`config.mk`:
```
export PLATFORM = sky130hd
export DESIGN_NAME = sgm_safety_gate_monitor
export DESIGN_NICKNAME = d
export VERILOG_FILES = /design/src/design/sgm_pkg.sv /design/src/design/sgm_safety_gate_monitor.sv
export SDC_FILE = /design/constraint.sdc
export NUM_CORES = 1
export LEC_CHECK = 0
export BUFFER_PORTS_ARGS = -buffer_cell sky130_fd_sc_hd__buf_2
export CORE_UTILIZATION = 50
export CTS_CLUSTER_DIAMETER = 100
export DETAILED_ROUTE_END_ITERATION = 16
export GPL_ROUTABILITY_DRIVEN = 0
export PLACE_DENSITY = 0.67
export REMOVE_ABC_BUFFERS = 1
export SLEW_MARGIN = 20
export SYNTH_ARGS = -nofsm -noshare
export SYNTH_HDL_FRONTEND = slang
export SYNTH_SLANG_ARGS = --single-unit
```
`constraint.sdc`:
```
create_clock -name clk -period 2.5 [get_ports clk]
set_input_delay 0.5 -clock clk [delete_from_list [all_inputs] [get_ports clk]]
set_output_delay 0.5 -clock clk [all_outputs]
set_load 0.02 [all_outputs]
```
`src/design/sgm_pkg.sv`:
```
// Constants and types for the safety gate monitor
`default_nettype none
package sgm_pkg;
   localparam int unsigned CLK_HZ = 200_000_000;
   // Simultaneity window default, in clock cycles
   localparam int unsigned SIMUL_CYCLES = 32'h0000_0400;
   // Supply-off time that clears an earth fault latch
   localparam int unsigned EARTH_OFF_S = 60;
   localparam longint unsigned EARTH_OFF_CYCLES = longint'(EARTH_OFF_S) * longint'(CLK_HZ);
   // Feedback-before-gate time kept by the surroundings
   localparam int unsigned FEEDBACK_LEAD_MS = 500;
   localparam int unsigned FEEDBACK_LEAD_CYCLES = FEEDBACK_LEAD_MS * (CLK_HZ / 1000);
   // Contact check timeout after a command change
   localparam int unsigned CHECK_CYCLES = 32'h0000_0100;
   localparam int unsigned N_SAFE = 6;
   localparam int unsigned N_AUX = 4;
   typedef enum logic [2:0] {
      SGM_LOCKED,
      SGM_IDLE,
      SGM_WAIT,
      SGM_ACTIVE,
      SGM_FAULT
   } sgm_state_e;
endpackage
`default_nettype wire

```
`src/design/sgm_safety_gate_monitor.sv`:
```
// Dual-channel safety gate monitor state machine
`default_nettype none
// Notes on behaviour
// - Ready only with feedback and start closed
// - Both channels in window: outputs on, active
// - Gate opens: safety open, aux close, output LEDs out
// - Input LED follows its channel input
// - Output LED lit while on and its channel's contacts read closed
// - Power LED lit while supply good and no earth fault
// - Closed at power-up: wait open then close
// - Automatic mode: active when gate closes
// - Manual mode: gate and start, any order
// - Detect earth, short and cross faults
// - Earth fault drops outputs; 1 min off
// - Welded contact blocks later reactivation
// - One channel or late: outputs stay off
// - Check contacts open again after each cycle
module sgm_safety_gate_monitor #(
   parameter int unsigned SIMUL_CYCLES = sgm_pkg::SIMUL_CYCLES,
   parameter longint unsigned EARTH_OFF_CYCLES = sgm_pkg::EARTH_OFF_CYCLES,
   parameter int unsigned CHECK_CYCLES = sgm_pkg::CHECK_CYCLES
) (
   // Clock and reset
   input wire logic clk,
   input wire logic reset_n,
   input wire logic clk_en,
   // Supply and mode
   input wire logic supply_ok,
   input wire logic manual_mode,
   // Field inputs, high means closed
   input wire logic gate_switch_a,
   input wire logic gate_switch_b,
   input wire logic start_circuit_input,
   input wire logic feedback_loop_input,
   // Fault sense, high means fault present
   input wire logic earth_fault_sense,
   input wire logic short_sense,
   // Contact readback, high means closed
   input wire logic [sgm_pkg::N_SAFE-1:0] safe_readback,
   // Contacts
   output logic [sgm_pkg::N_SAFE-1:0] safety_out,
   output logic [sgm_pkg::N_AUX-1:0] aux_out,
   // Indicators
   output logic power_indicator,
   output logic input_a_indicator,
   output logic input_b_indicator,
   output logic output_a_indicator,
   output logic output_b_indicator,
   // Status
   output logic ready,
   output logic active,
   output logic earth_fault,
   output logic wiring_fault,
   output logic weld_fault
);
   localparam int unsigned HALF = sgm_pkg::N_SAFE / 2;
   localparam int unsigned N_PINS = 8;

   // Two-stage synchronisers for all field pins
   // Only the second stage feeds logic, so no metastable value reaches a decision
   logic [N_PINS-1:0] sync1;
   logic [N_PINS-1:0] sync2;
   always_ff @(posedge clk or negedge reset_n) begin
      if (!reset_n) begin
         sync1 <= '0;
         sync2 <= '0;
      end else if (clk_en) begin
         sync1 <= {supply_ok, manual_mode, gate_switch_a, gate_switch_b,
                   start_circuit_input, feedback_loop_input, earth_fault_sense,
                   short_sense};
         sync2 <= sync1;
      end
   end

   logic s_supply, s_manual, s_ga, s_gb, s_start, s_fb, s_earth, s_short;
   assign {s_supply, s_manual, s_ga, s_gb, s_start, s_fb, s_earth, s_short} = sync2;

   // Full readback per channel, through its own two-stage synchroniser
   logic [sgm_pkg::N_SAFE-1:0] rb1;
   logic [sgm_pkg::N_SAFE-1:0] rb2;
   always_ff @(posedge clk or negedge reset_n) begin
      if (!reset_n) begin
         rb1 <= '0;
         rb2 <= '0;
      end else if (clk_en) begin
         rb1 <= safe_readback;
         rb2 <= rb1;
      end
   end

   function automatic logic all_set(input logic [HALF-1:0] v);
      all_set = &v;
   endfunction
   function automatic logic any_set(input logic [HALF-1:0] v);
      any_set = |v;
   endfunction

   logic rb_a_all, rb_b_all, rb_any;
   assign rb_a_all = all_set(rb2[HALF-1:0]);
   assign rb_b_all = all_set(rb2[sgm_pkg::N_SAFE-1:HALF]);
   assign rb_any = any_set(rb2[HALF-1:0]) | any_set(rb2[sgm_pkg::N_SAFE-1:HALF]);

   logic gate_closed, gate_open, ready_now;
   assign gate_closed = s_ga & s_gb;
   assign gate_open = ~s_ga & ~s_gb;
   assign ready_now = s_fb & s_start;

   sgm_pkg::sgm_state_e state;
   logic [31:0] simul_cnt;
   logic [31:0] check_cnt;
   logic [63:0] off_cnt;
   logic armed;
   logic cross_seen;

   // Wiring fault: short or cross-short, latched until gate fully opens with supply good
   always_ff @(posedge clk or negedge reset_n) begin
      if (!reset_n) begin
         wiring_fault <= 1'b0;
      end else if (clk_en) begin
         if (s_short || cross_seen) begin
            wiring_fault <= 1'b1;
         end else if (gate_open && s_supply) begin
            wiring_fault <= 1'b0;
         end
      end
   end

   // Cross-short: short sensed while one channel is closed and the other open in active state
   always_ff @(posedge clk or negedge reset_n) begin
      if (!reset_n) begin
         cross_seen <= 1'b0;
      end else if (clk_en) begin
         cross_seen <= (state == sgm_pkg::SGM_ACTIVE) && (s_ga ^ s_gb) && s_short;
      end
   end

   // Earth fault latch, cleared only after supply off for the set time
   always_ff @(posedge clk or negedge reset_n) begin
      if (!reset_n) begin
         earth_fault <= 1'b0;
         off_cnt <= '0;
      end else if (clk_en) begin
         if (s_earth) begin
            earth_fault <= 1'b1;
            off_cnt <= '0;
         end else if (earth_fault) begin
            if (!s_supply) begin
               if (off_cnt >= EARTH_OFF_CYCLES - 64'd1) begin
                  earth_fault <= 1'b0;
                  off_cnt <= '0;
               end else begin
                  off_cnt <= off_cnt + 64'd1;
               end
            end else begin
               off_cnt <= '0;
            end
         end
      end
   end

   // Check timer, restarted on every command change
   logic cmd_on;
   logic cmd_prev;
   always_ff @(posedge clk or negedge reset_n) begin
      if (!reset_n) begin
         check_cnt <= '0;
         cmd_prev <= 1'b0;
      end else if (clk_en) begin
         cmd_prev <= cmd_on;
         if (cmd_on != cmd_prev) begin
            check_cnt <= CHECK_CYCLES;
         end else if (check_cnt != 32'h0) begin
            check_cnt <= check_cnt - 32'h1;
         end
      end
   end

   // Weld latch: readback still closed once the timer has run out
   // The timer covers relay travel and the readback synchroniser delay
   logic check_due;
   assign check_due = (cmd_on == cmd_prev) && (check_cnt <= 32'h1);
   always_ff @(posedge clk or negedge reset_n) begin
      if (!reset_n) begin
         weld_fault <= 1'b0;
      end else if (clk_en) begin
         if (check_due && !cmd_on && rb_any) begin
            weld_fault <= 1'b1;
         end
      end
   end

   // Main sequence
   // Low supply counts as a fault, which also keeps reset in the restart lock
   logic fault_any;
   assign fault_any = earth_fault | wiring_fault | weld_fault | s_earth | ~s_supply;
   always_ff @(posedge clk or negedge reset_n) begin
      if (!reset_n) begin
         state <= sgm_pkg::SGM_LOCKED;
         simul_cnt <= '0;
         armed <= 1'b0;
      end else if (clk_en) begin
         case (state)
            sgm_pkg::SGM_LOCKED: begin
               // Restart lock until the gate is seen open
               if (gate_open && !fault_any) begin
                  state <= sgm_pkg::SGM_IDLE;
               end
            end
            sgm_pkg::SGM_IDLE: begin
               // First channel starts the window, both at once arm directly
               simul_cnt <= '0;
               armed <= 1'b0;
               if (fault_any) begin
                  state <= sgm_pkg::SGM_FAULT;
               end else if ((s_ga || s_gb) && !gate_closed) begin
                  state <= sgm_pkg::SGM_WAIT;
               end else if (gate_closed) begin
                  armed <= 1'b1;
                  state <= sgm_pkg::SGM_WAIT;
               end
            end
            sgm_pkg::SGM_WAIT: begin
               if (fault_any) begin
                  state <= sgm_pkg::SGM_FAULT;
               end else if (gate_open) begin
                  state <= sgm_pkg::SGM_IDLE;
               end else if (!armed) begin
                  if (gate_closed) begin
                     armed <= 1'b1;
                  end else if (simul_cnt >= SIMUL_CYCLES - 32'd1) begin
                     state <= sgm_pkg::SGM_LOCKED;
                  end else begin
                     simul_cnt <= simul_cnt + 32'd1;
                  end
               end else if (!gate_closed) begin
                  state <= sgm_pkg::SGM_LOCKED;
               end else if (s_fb && (!s_manual || s_start)) begin
                  state <= sgm_pkg::SGM_ACTIVE;
               end
            end
            sgm_pkg::SGM_ACTIVE: begin
               // Either channel opening drops both output channels
               if (fault_any || !gate_closed) begin
                  state <= sgm_pkg::SGM_LOCKED;
               end
            end
            sgm_pkg::SGM_FAULT: begin
               if (!fault_any) begin
                  state <= sgm_pkg::SGM_LOCKED;
               end
            end
            default: state <= sgm_pkg::SGM_LOCKED;
         endcase
      end
   end
   assign cmd_on = (state == sgm_pkg::SGM_ACTIVE);

   // Contact drive, safety and aux always opposite
   always_ff @(posedge clk or negedge reset_n) begin
      if (!reset_n) begin
         safety_out <= '0;
         aux_out <= '1;
      end else if (clk_en) begin
         safety_out <= {sgm_pkg::N_SAFE{cmd_on}};
         aux_out <= {sgm_pkg::N_AUX{~cmd_on}};
      end
   end

   // Indicators
   always_ff @(posedge clk or negedge reset_n) begin
      if (!reset_n) begin
         power_indicator <= 1'b0;
         input_a_indicator <= 1'b0;
         input_b_indicator <= 1'b0;
         output_a_indicator <= 1'b0;
         output_b_indicator <= 1'b0;
      end else if (clk_en) begin
         power_indicator <= s_supply & ~s_earth & ~earth_fault;
         input_a_indicator <= s_ga;
         input_b_indicator <= s_gb;
         // Lit from readback, so a contact that never closed stays dark
         output_a_indicator <= cmd_on & rb_a_all;
         output_b_indicator <= cmd_on & rb_b_all;
      end
   end

   // Status
   always_ff @(posedge clk or negedge reset_n) begin
      if (!reset_n) begin
         ready <= 1'b0;
         active <= 1'b0;
      end else if (clk_en) begin
         ready <= ready_now & ~fault_any;
         active <= cmd_on;
      end
   end
endmodule
`default_nettype wire

```
Word-level counts from Yosys, hierarchy flattened
Cells that the tools add are included.
{"block": "classes", "magnitude_cmp": 3, "addsub": 3, "mux": 39, "bitwise": 21, "eq_ne": 18, "n_reduce_logical": 34}
{"op": "2-to-1 mux 64 bit", "n": 4}
{"op": "2-to-1 mux 32 bit", "n": 7}
{"op": "adder 64 x 1 -> 64 bit, second input constant", "n": 1}
{"op": ">= comparator 64 x 34 -> 1 bit, second input constant", "n": 1}
{"op": "one-hot mux 32 bit (2 select lines)", "n": 1}
{"op": "2-to-1 mux 3 bit", "n": 13}
{"op": "adder 32 x 1 -> 32 bit, second input constant", "n": 1}
{"op": ">= comparator 32 x 10 -> 1 bit, second input constant", "n": 1}
{"op": "less-or-equal comparator 32 x 1 -> 1 bit, second input constant", "n": 1}
{"op": "nonzero test 32 bit", "n": 1}
{"op": "subtractor 32 x 1 -> 32 bit, second input constant", "n": 1}
{"op": "!= test 5 bit, second input constant", "n": 3}
{"op": "one-hot mux 3 bit (5 select lines)", "n": 1}
{"op": "!= test 2 bit, second input constant", "n": 7}
{"op": "2-to-1 mux 1 bit", "n": 12}
{"op": "logical AND 1 bit", "n": 9}
{"op": "AND 1 bit", "n": 8}
{"op": "AND reduction 2 bit", "n": 4}
{"op": "AND reduction 8 bit", "n": 1}
{"op": "nonzero test 2 bit", "n": 4}
{"op": "inverter 1 bit", "n": 7}
{"op": "AND reduction 7 bit", "n": 1}
{"op": "equality test 3 x 2 -> 1 bit, second input constant", "n": 2}
{"op": "AND reduction 3 bit", "n": 2}
{"op": "14 further kinds", "n": 25}
{"block": "word_totals", "wordCells": 140, "regBits": 173, "out_inout_bits": 20, "inputBits": 17}

Depth between registers and ports, before layout
Gate-level depths: netlist (run 1).
{"block": "depth", "depth_word": 9, "depth_mapped": 10, "ltp_nobuf": 8}

Least setup slack after synthesis (run 1)
No wires, ideal clock.
{"block": "synth_path", "kind": "register -> register", "startpoint": "register off_cnt[28]", "endpoint": "register off_cnt[3]", "stages_incl_launch_ff": 9, "path_buffers": 2, "period_less_slack_ns": 2.234, "arrival_ns": 2.110, "setup_time_ns": 0.124, "required_time_ns": 2.376, "path_slack_ns": 0.266, "cell_sequence": "dfrtp_1 -> buf_2 -> or4b_1 -> nor4_4 -> o311ai_2 -> and4_1 -> buf_6 -> and3_1 -> a211o_1"}
{"block": "synth_via", "elab_chain_len": 5}
{"element": "from (decl)", "line": "sgm_safety_gate_monitor.sv:111", "rtl": "logic [63:0] off_cnt;"}
{"element": "from (signal assigned)", "line": "sgm_safety_gate_monitor.sv:152", "rtl": "off_cnt <= off_cnt + 64'd1;"}
{"element": ">= comparator 64 x 34 -> 1 bit", "line": "sgm_safety_gate_monitor.sv:148", "rtl": "if (off_cnt >= EARTH_OFF_CYCLES - 64'd1) begin"}
{"element": "2-to-1 mux 64 bit", "line": "sgm_safety_gate_monitor.sv:148"}
{"element": "2-to-1 mux 64 bit", "line": "sgm_safety_gate_monitor.sv:147", "rtl": "if (!s_supply) begin"}
{"element": "2-to-1 mux 64 bit", "line": "sgm_safety_gate_monitor.sv:146", "rtl": "end else if (earth_fault) begin"}
{"element": "2-to-1 mux 64 bit", "line": "sgm_safety_gate_monitor.sv:143", "rtl": "if (s_earth) begin"}
No other way between the ends. The select of a mux whose other input is x is not followed.
A chain may end at the register's enable or synchronous reset.

Worst setup path after layout (run 1)
{"block": "layout_path", "startpoint": "register off_cnt[21]", "endpoint": "register off_cnt[4]"}
The elaborated chain is that of the path after synthesis.

==> flow_metrics.py, run 1 <==
metrics = {
    "timing": {
        "clock_skew_ns": 0.00756,
        "setup_viol": 0,
        "worst_slew_pin_slew_ns": 0.732,
        "final_hold_viol_count": 0,
        "rsz0062_at_grt": "no",
        "relSlewSlack_pct": 51.2,
        "min_period_ns": 2.43,
        "hold_ws_ns": 0.00568,
        "period_share_pct": 97.0,
        "maxSlewViolCount": 0,
        "fmax_ghz": 0.412,
    },
    "grt": {
        "first_global_vias": 6269,
        "grt_pass1_wl_um": 30200,
        "grt_busiest_layer": "met2",
        "grt_util_met1_pct": 29.3,
        "grt_util_met2_pct": 34.0,
        "antenna_found_initial": 0,
        "met3_usage_pct": 4.36,
        "grt_usage_pct": 21.5,
        "grt_max_degree": 67,
        "overflow": 0,
    },
    "logic_synthesis": {
        "yosys_warnings": 0,
        "syn_avg_cell_area_um2": 10.2,
        "ys_seq_area_share_pct": 51.5,
        "syn-instance-count": 817,
        "postSynth.asyncResetShare_pct": 100,
        "synth_edf_count": 0,
        "synth_area_leaders": "dfrtp_1, mux2_2, nor2_1",
        "synth_area_um2": 8370,
        "synth_most_common_cell": "dfrtp_1",
        "ys_ff_latch": 172,
        "yosys.area.top_type": "dfrtp_1",
        "ys.flop_type": "dfrtp_1",
        "synth_common_cells": "dfrtp_1, nor2_1, nand2_1",
        "synth_top_area_share_pct": 51.1,
        "ys_types": 74,
    },
    "clock_tree": {
        "cts_sinks": 172,
        "cts_tree": "built",
        "hold_buffers": 0,
        "cts_max_level": 4,
        "clk_pin_slew_ns": 0.07,
        "cts_buffer_depth": 2,
        "numCtsBuffers": 17,
        "cts_root_buffer": "clkbuf_16",
        "insertion_delay_ns": 0.43,
    },
    "floorplan": {
        "die_width_um": 131,
        "io_pins": 37,
        "start_util_pct": 51.9,
        "die-area_um2": 17300,
        "rows": 46,
        "core_region_area_um2": 16100,
        "die_h_um": 131,
    },
    "drt": {
        "routed_via_density": 5.97,
        "wl_per_cell_um": 16.2,
        "num_vias": 6558,
        "ant_nets": 0,
        "drtIter0Drc": 515,
        "drc_errors": 0,
        "drt_wl_total_um": 17800,
        "first_pass_iters": 6,
    },
    "layout": {
        "final_cell_area_um2": 9540,
        "final_util_pct": 59.2,
        "final_nets": 893,
        "drive_gt1_share_pct": 19.0,
        "n_antenna_cell": 0,
        "n_fill_cell": 1363,
        "area_delta_synth_final_pct": 14.0,
    },
    "min_path": {
        "hold_class": "input pin to asynchronous set/reset pin",
    },
    "worst_setup_path": {
        "end_kind": "register",
        "required_ns": 2.86,
        "crit_fanout": 10,
        "critPathSlowestCell": "dfrtp_1",
        "cp.arrival_ns": 2.79,
        "critPathKind": "register to register",
        "path_cells": "nor4_1 > a21oi_1 > a211oi_2 > nand4_4 > buf_4 > or3_1 > nand3_1",
        "cp-start-kind": "register",
        "cpPeakStageDelay_ns": 0.44,
    },
    "outcome": {
        "outcome": "finished, final reports clean",
    },
    "placed_design": {
        "place_hpwl_um": 12400,
        "placed_area_um2": 8910,
        "placement.io_buffers": 36,
    },
    "flow_run": {
        "maxCapViolCount": 0,
    },
    "pwr": {
        "total_power_mw": 7.53,
        "power_density_nw_per_um2": 789,
        "leakage_nw": 4.29,
        "ir_drop_uv": 502,
    },
}
==> worst paths after layout <==
kind                             start           to  slack [ns]  cells after the start
max                        off_cnt[21]   off_cnt[4]        0.07                      7
min                            reset_n       rb1[2]       0.006                      1
min reg2reg                off_cnt[60]  off_cnt[60]        0.49                      1
min in group clk             supply_ok     sync1[7]        0.31                      2
max in group asynchronous      reset_n   aux_out[0]        1.76                      2
max reg2reg                off_cnt[21]   off_cnt[4]        0.07                      7
==> kinds of logic after synthesis <==
family	share of synthesized area, %
AND/OR/NAND/NOR	25.7
flip-flops	51.5
AO/OA/AOI/OAI	12.1
buffers and inverters	3.18
multiplexers	4.02
XOR/XNOR	2.41
adder cells (fa/ha/maj)	1.05
==> flip-flops by register name, summed over array words and instances, names as in the netlist <==
name                flops
input_b_indicator       1
state                   3
armed                   1
rb1                     6
sync1                   8
aux_out                 1
ready                   1
check_cnt              32
off_cnt                64
simul_cnt              32
input_a_indicator       1
weld_fault              1
sync2                   8
output_b_indicator      1
safety_out              1
cross_seen              1
wiring_fault            1
power_indicator         1
rb2                     6
earth_fault             1
output_a_indicator      1
==> final cells by class <==
class	instances	area, um2	share of cell area (%)
clock inverters	12	136	1.43
clock buffers	20	457	4.79
well taps	216	270	2.83
inverters	10	37.5	0.393
multi-input cells	593	3830	40.2
flip-flops and latches	172	4310	45.1
repair buffers	75	504	5.28
==> stage by stage <==
step	setup WS, ns	instances	TNS, ns
after floorplan	-0.838	775	-53.63
after CTS	0.0219	1097	0
final	0.0748	1098	0
after global placement	0.135	1065	0
after detailed placement	0.0799	1065	0
after global routing	0.00540	1098	0
==> timing repair <==
item	4_1_cts	5_1_grt
resized for setup	0	6
buffers inserted	0	1
setup endpoints to repair	0	25
hold endpoints to repair	0	0
==> cell usage in the layout (no fill, tap or decap), types with 9 or more instances in the layout <==
| cell | instances |
|---|---|
| nor2_1 | 69 |
| nand2b_1 | 11 |
| or4_1 | 17 |
| nand4_1 | 22 |
| nor3_1 | 16 |
| nor2b_1 | 15 |
| nor4_1 | 28 |
| or3_1 | 23 |
| xnor2_1 | 21 |
| buf_2 | 35 |
| o21ai_0 | 31 |
| and3_1 | 13 |
| clkbuf_16 | 17 |
| a21oi_1 | 30 |
| and2_1 | 32 |
| buf_4 | 37 |
| mux2_2 | 29 |
| nand3_1 | 48 |
| dfrtp_1 | 171 |
| nand2_1 | 67 |
| inv_1 | 9 |
==> layer usage <==
metal | routed length (um) | vias to the layer above | part of all wire [%]
li1 | - | 3105 | -
met1 | 8450 | 3256 | 47
met2 | 8370 | 167 | 47
met3 | 669 | 30 | 3.8
met4 | 302 | 0 | 1.7
met5 | 0 | - | 0
==> power by group <==
group	switching, mW	internal (mW)	total, mW
Clock	1.11	1.53	2.65
Combinational	0.894	0.660	1.55
Sequential	0.275	3.06	3.33
==> critical path: cells and delay by family (launching register included) <==
kind	cells	cell delay (ns)
and+or+nand+nor	4	1.10
AOI/OAI and AO/OA	2	0.59
DFF	1	0.44
buffers and inverters	1	0.23
(Power assumes the default switching activity.)
==> run 2: changes to the inputs <==
- ABC_AREA: not set -> 1
- CELL_PAD_IN_SITES_DETAIL_PLACEMENT: not set -> 0
- CELL_PAD_IN_SITES_GLOBAL_PLACEMENT: not set -> 2
- CORE_UTILIZATION: 50 -> 38
- PLACE_DENSITY: 0.67 -> not set
- PLACE_DENSITY_LB_ADDON: not set -> 0.1
==> run 2 against run 1 <==
Net effect:
- hold slack improved by 0.038 ns
- worst setup slack improved by 0.24 ns
- final cell count rose by 32%
- non-clock buffer count decreased by 26
- utilization shrank 15 points
- flip-flop and latch count stayed put
- critical endpoint is now check_cnt[8]
==> flow_metrics.py, run 2 <==
metrics = {
    "outcome": {
        "outcome": "finished, final reports clean",
    },
    "grt": {
        "grt_usage_pct": 17.8,
        "grt_pass1_wl_um": 33900,
        "overflow": 0,
        "grt_max_degree": 62,
        "grt_busiest_layer": "met2",
        "grt_util_met1_pct": 24.9,
        "grt_util_met2_pct": 28.5,
        "met3_usage_pct": 2.79,
        "antenna_found_initial": 0,
        "first_global_vias": 6604,
    },
    "worst_setup_path": {
        "crit_fanout": 24,
        "critPathKind": "register to register",
        "cp-start-kind": "register",
        "required_ns": 2.80,
        "end_kind": "register",
        "cp.arrival_ns": 2.49,
    },
    "timing": {
        "final_hold_viol_count": 0,
        "worst_slew_pin_slew_ns": 0.535,
        "setup_viol": 0,
        "rsz0062_at_grt": "no",
        "fmax_ghz": 0.458,
        "period_share_pct": 87.4,
        "maxSlewViolCount": 0,
        "relSlewSlack_pct": 64.4,
        "min_period_ns": 2.18,
        "clock_skew_ns": 0.0136,
    },
    "logic_synthesis": {
        "yosys.area.top_type": "dfrtp_1",
        "yosys_warnings": 0,
        "synth_area_leaders": "dfrtp_1, nand2_1, nor2_1",
        "synth_edf_count": 0,
        "synth_top_area_share_pct": 48.1,
        "synth_common_cells": "nand2_1, nor2_1, dfrtp_1",
        "ys_seq_area_share_pct": 48.4,
        "syn-instance-count": 1089,
        "syn_avg_cell_area_um2": 8.17,
        "ys_types": 45,
        "postSynth.asyncResetShare_pct": 100,
        "ys.flop_type": "dfrtp_1",
        "ys_ff_latch": 172,
        "synth_area_um2": 8900,
        "synth_most_common_cell": "nand2_1",
    },
    "drt": {
        "drtIter0Drc": 314,
        "drc_errors": 0,
        "wl_per_cell_um": 13.7,
        "ant_nets": 0,
        "first_pass_iters": 5,
        "num_vias": 6676,
        "drt_wl_total_um": 19800,
        "routed_via_density": 4.62,
    },
    "layout": {
        "final_util_pct": 43.7,
        "area_delta_synth_final_pct": 12.0,
        "final_nets": 1143,
        "largest_register": "off_cnt",
        "drive_gt1_share_pct": 13.6,
        "largest_reg_flops": 64,
        "reg.largest.list": "off_cnt: 64 flops, check_cnt: 32 flops, simul_cnt: 32 flops",
        "final_cell_area_um2": 9960,
        "n_antenna_cell": 0,
        "final_cell_mix": "nand2_1, nor2_1, dfrtp_1",
        "layout_commonest_cell": "nand2_1",
    },
    "min_path": {
        "hold_class": "input pin to asynchronous set/reset pin",
    },
    "clock_tree": {
        "cts_buffer_depth": 2,
        "cts_max_level": 4,
        "ctsResizeCount": 0,
        "clk_pin_slew_ns": 0.07,
        "hold_buffers": 0,
        "numCtsBuffers": 17,
        "cts_root_buffer": "clkbuf_16",
        "cts_setup_buffers": 0,
        "cts_sinks": 172,
        "insertion_delay_ns": 0.43,
        "cts_tree": "built",
    },
    "floorplan": {
        "start_util_pct": 39.1,
        "die_h_um": 155,
        "die_width_um": 155,
        "io_pins": 37,
        "die-area_um2": 24000,
        "core_region_area_um2": 22800,
        "rows": 55,
    },
    "pwr": {
        "leakage_nw": 4.61,
        "ir_drop_uv": 481,
        "total_power_mw": 8.33,
        "power_density_nw_per_um2": 836,
    },
    "placed_design": {
        "placement.io_buffers": 36,
        "placed_area_um2": 9360,
        "place_hpwl_um": 14000,
    },
    "flow_run": {
        "maxCapViolCount": 0,
    },
}
run 2: cell types whose count changed after synthesis, moves of 17 or more:
cell / delta
nand2_1: +224
nor2_1: +111
inv_1: +94
xor2_1: +44
o21ai_2: +33
mux2_2: -29
and2_1: -28
nor4_1: -23
or3_1: -23
a21oi_1: -19
or4_1: -17
run 2: cell families after synthesis:
logic type | count (synthesis) | share of synthesized area (%)
AND/OR/NAND/NOR | 593 | 28.6
flip-flops | 172 | 48.4
buffers and inverters | 152 | 7.87
AO/OA/AOI/OAI | 104 | 8.17
XOR/XNOR | 61 | 6.00
adder cells (fa/ha/maj) | 7 | 0.984
run 2: stage by stage:
stage / worst slack, ns / cells / TNS [ns] / hold slack [ns]
after floorplan: -0.128 / 1051 / -1.14 / 0.204
after global placement: 0.385 / 1413 / 0 / 0.454
after detailed placement: 0.328 / 1413 / 0 / 0.458
after CTS: 0.283 / 1445 / 0 / 0.0675
after global routing: 0.0846 / 1445 / 0 / 0.0879
final: 0.315 / 1445 / 0 / 0.0433
run 2: final cells by class:
class | count | area [um2]
Fill cell | 2346 | 12800
Sequential cell | 172 | 4310
Multi-Input combinational cell | 765 | 3890
Clock buffer | 20 | 447
Inverter | 114 | 430
Tap cell | 313 | 392
Timing Repair Buffer | 49 | 337
Clock inverter | 12 | 160
run 2: critical path, cell delays in order (launching register included):
cell,delay [ns]
dfrtp_1,0.41
inv_1,0.08
ha_1,0.25
nand2_2,0.11
inv_2,0.08
nand2_1,0.08
nor2_1,0.12
nand3_1,0.10
nand2_2,0.38
inv_2,0.25
nand3b_1,0.14
nand3_1,0.07
run 2: layer usage:
layer	up-vias	part of all wire (%)
met5	-	0
met4	0	1.1
met2	75	46
li1	3500	-
met3	16	2.8
met1	3085	50
run 2: worst paths after layout:
path                                        from            to  slack (ns)  depth (start not counted)
worst max-delay path                check_cnt[0]  check_cnt[8]        0.32                         11
worst min-delay path                     reset_n   off_cnt[60]        0.04                          1
worst max register to register      check_cnt[0]  check_cnt[8]        0.32                         11
worst min register to register            rb1[1]        rb1[1]        0.47                          2
max in group asynchronous                reset_n  check_cnt[8]        1.80                          2
min in group clk                safe_readback[2]        rb1[2]        0.26                          3
run 2: power by group:
part / internal, mW / leakage [nW] / switching [mW] / total [mW]
combinational: 0.712 / 2.00 / 1.40 / 2.11
clock: 1.61 / 0.296 / 1.19 / 2.80
sequential: 3.10 / 2.31 / 0.320 / 3.42
total: 5.42 / 4.61 / 2.90 / 8.33
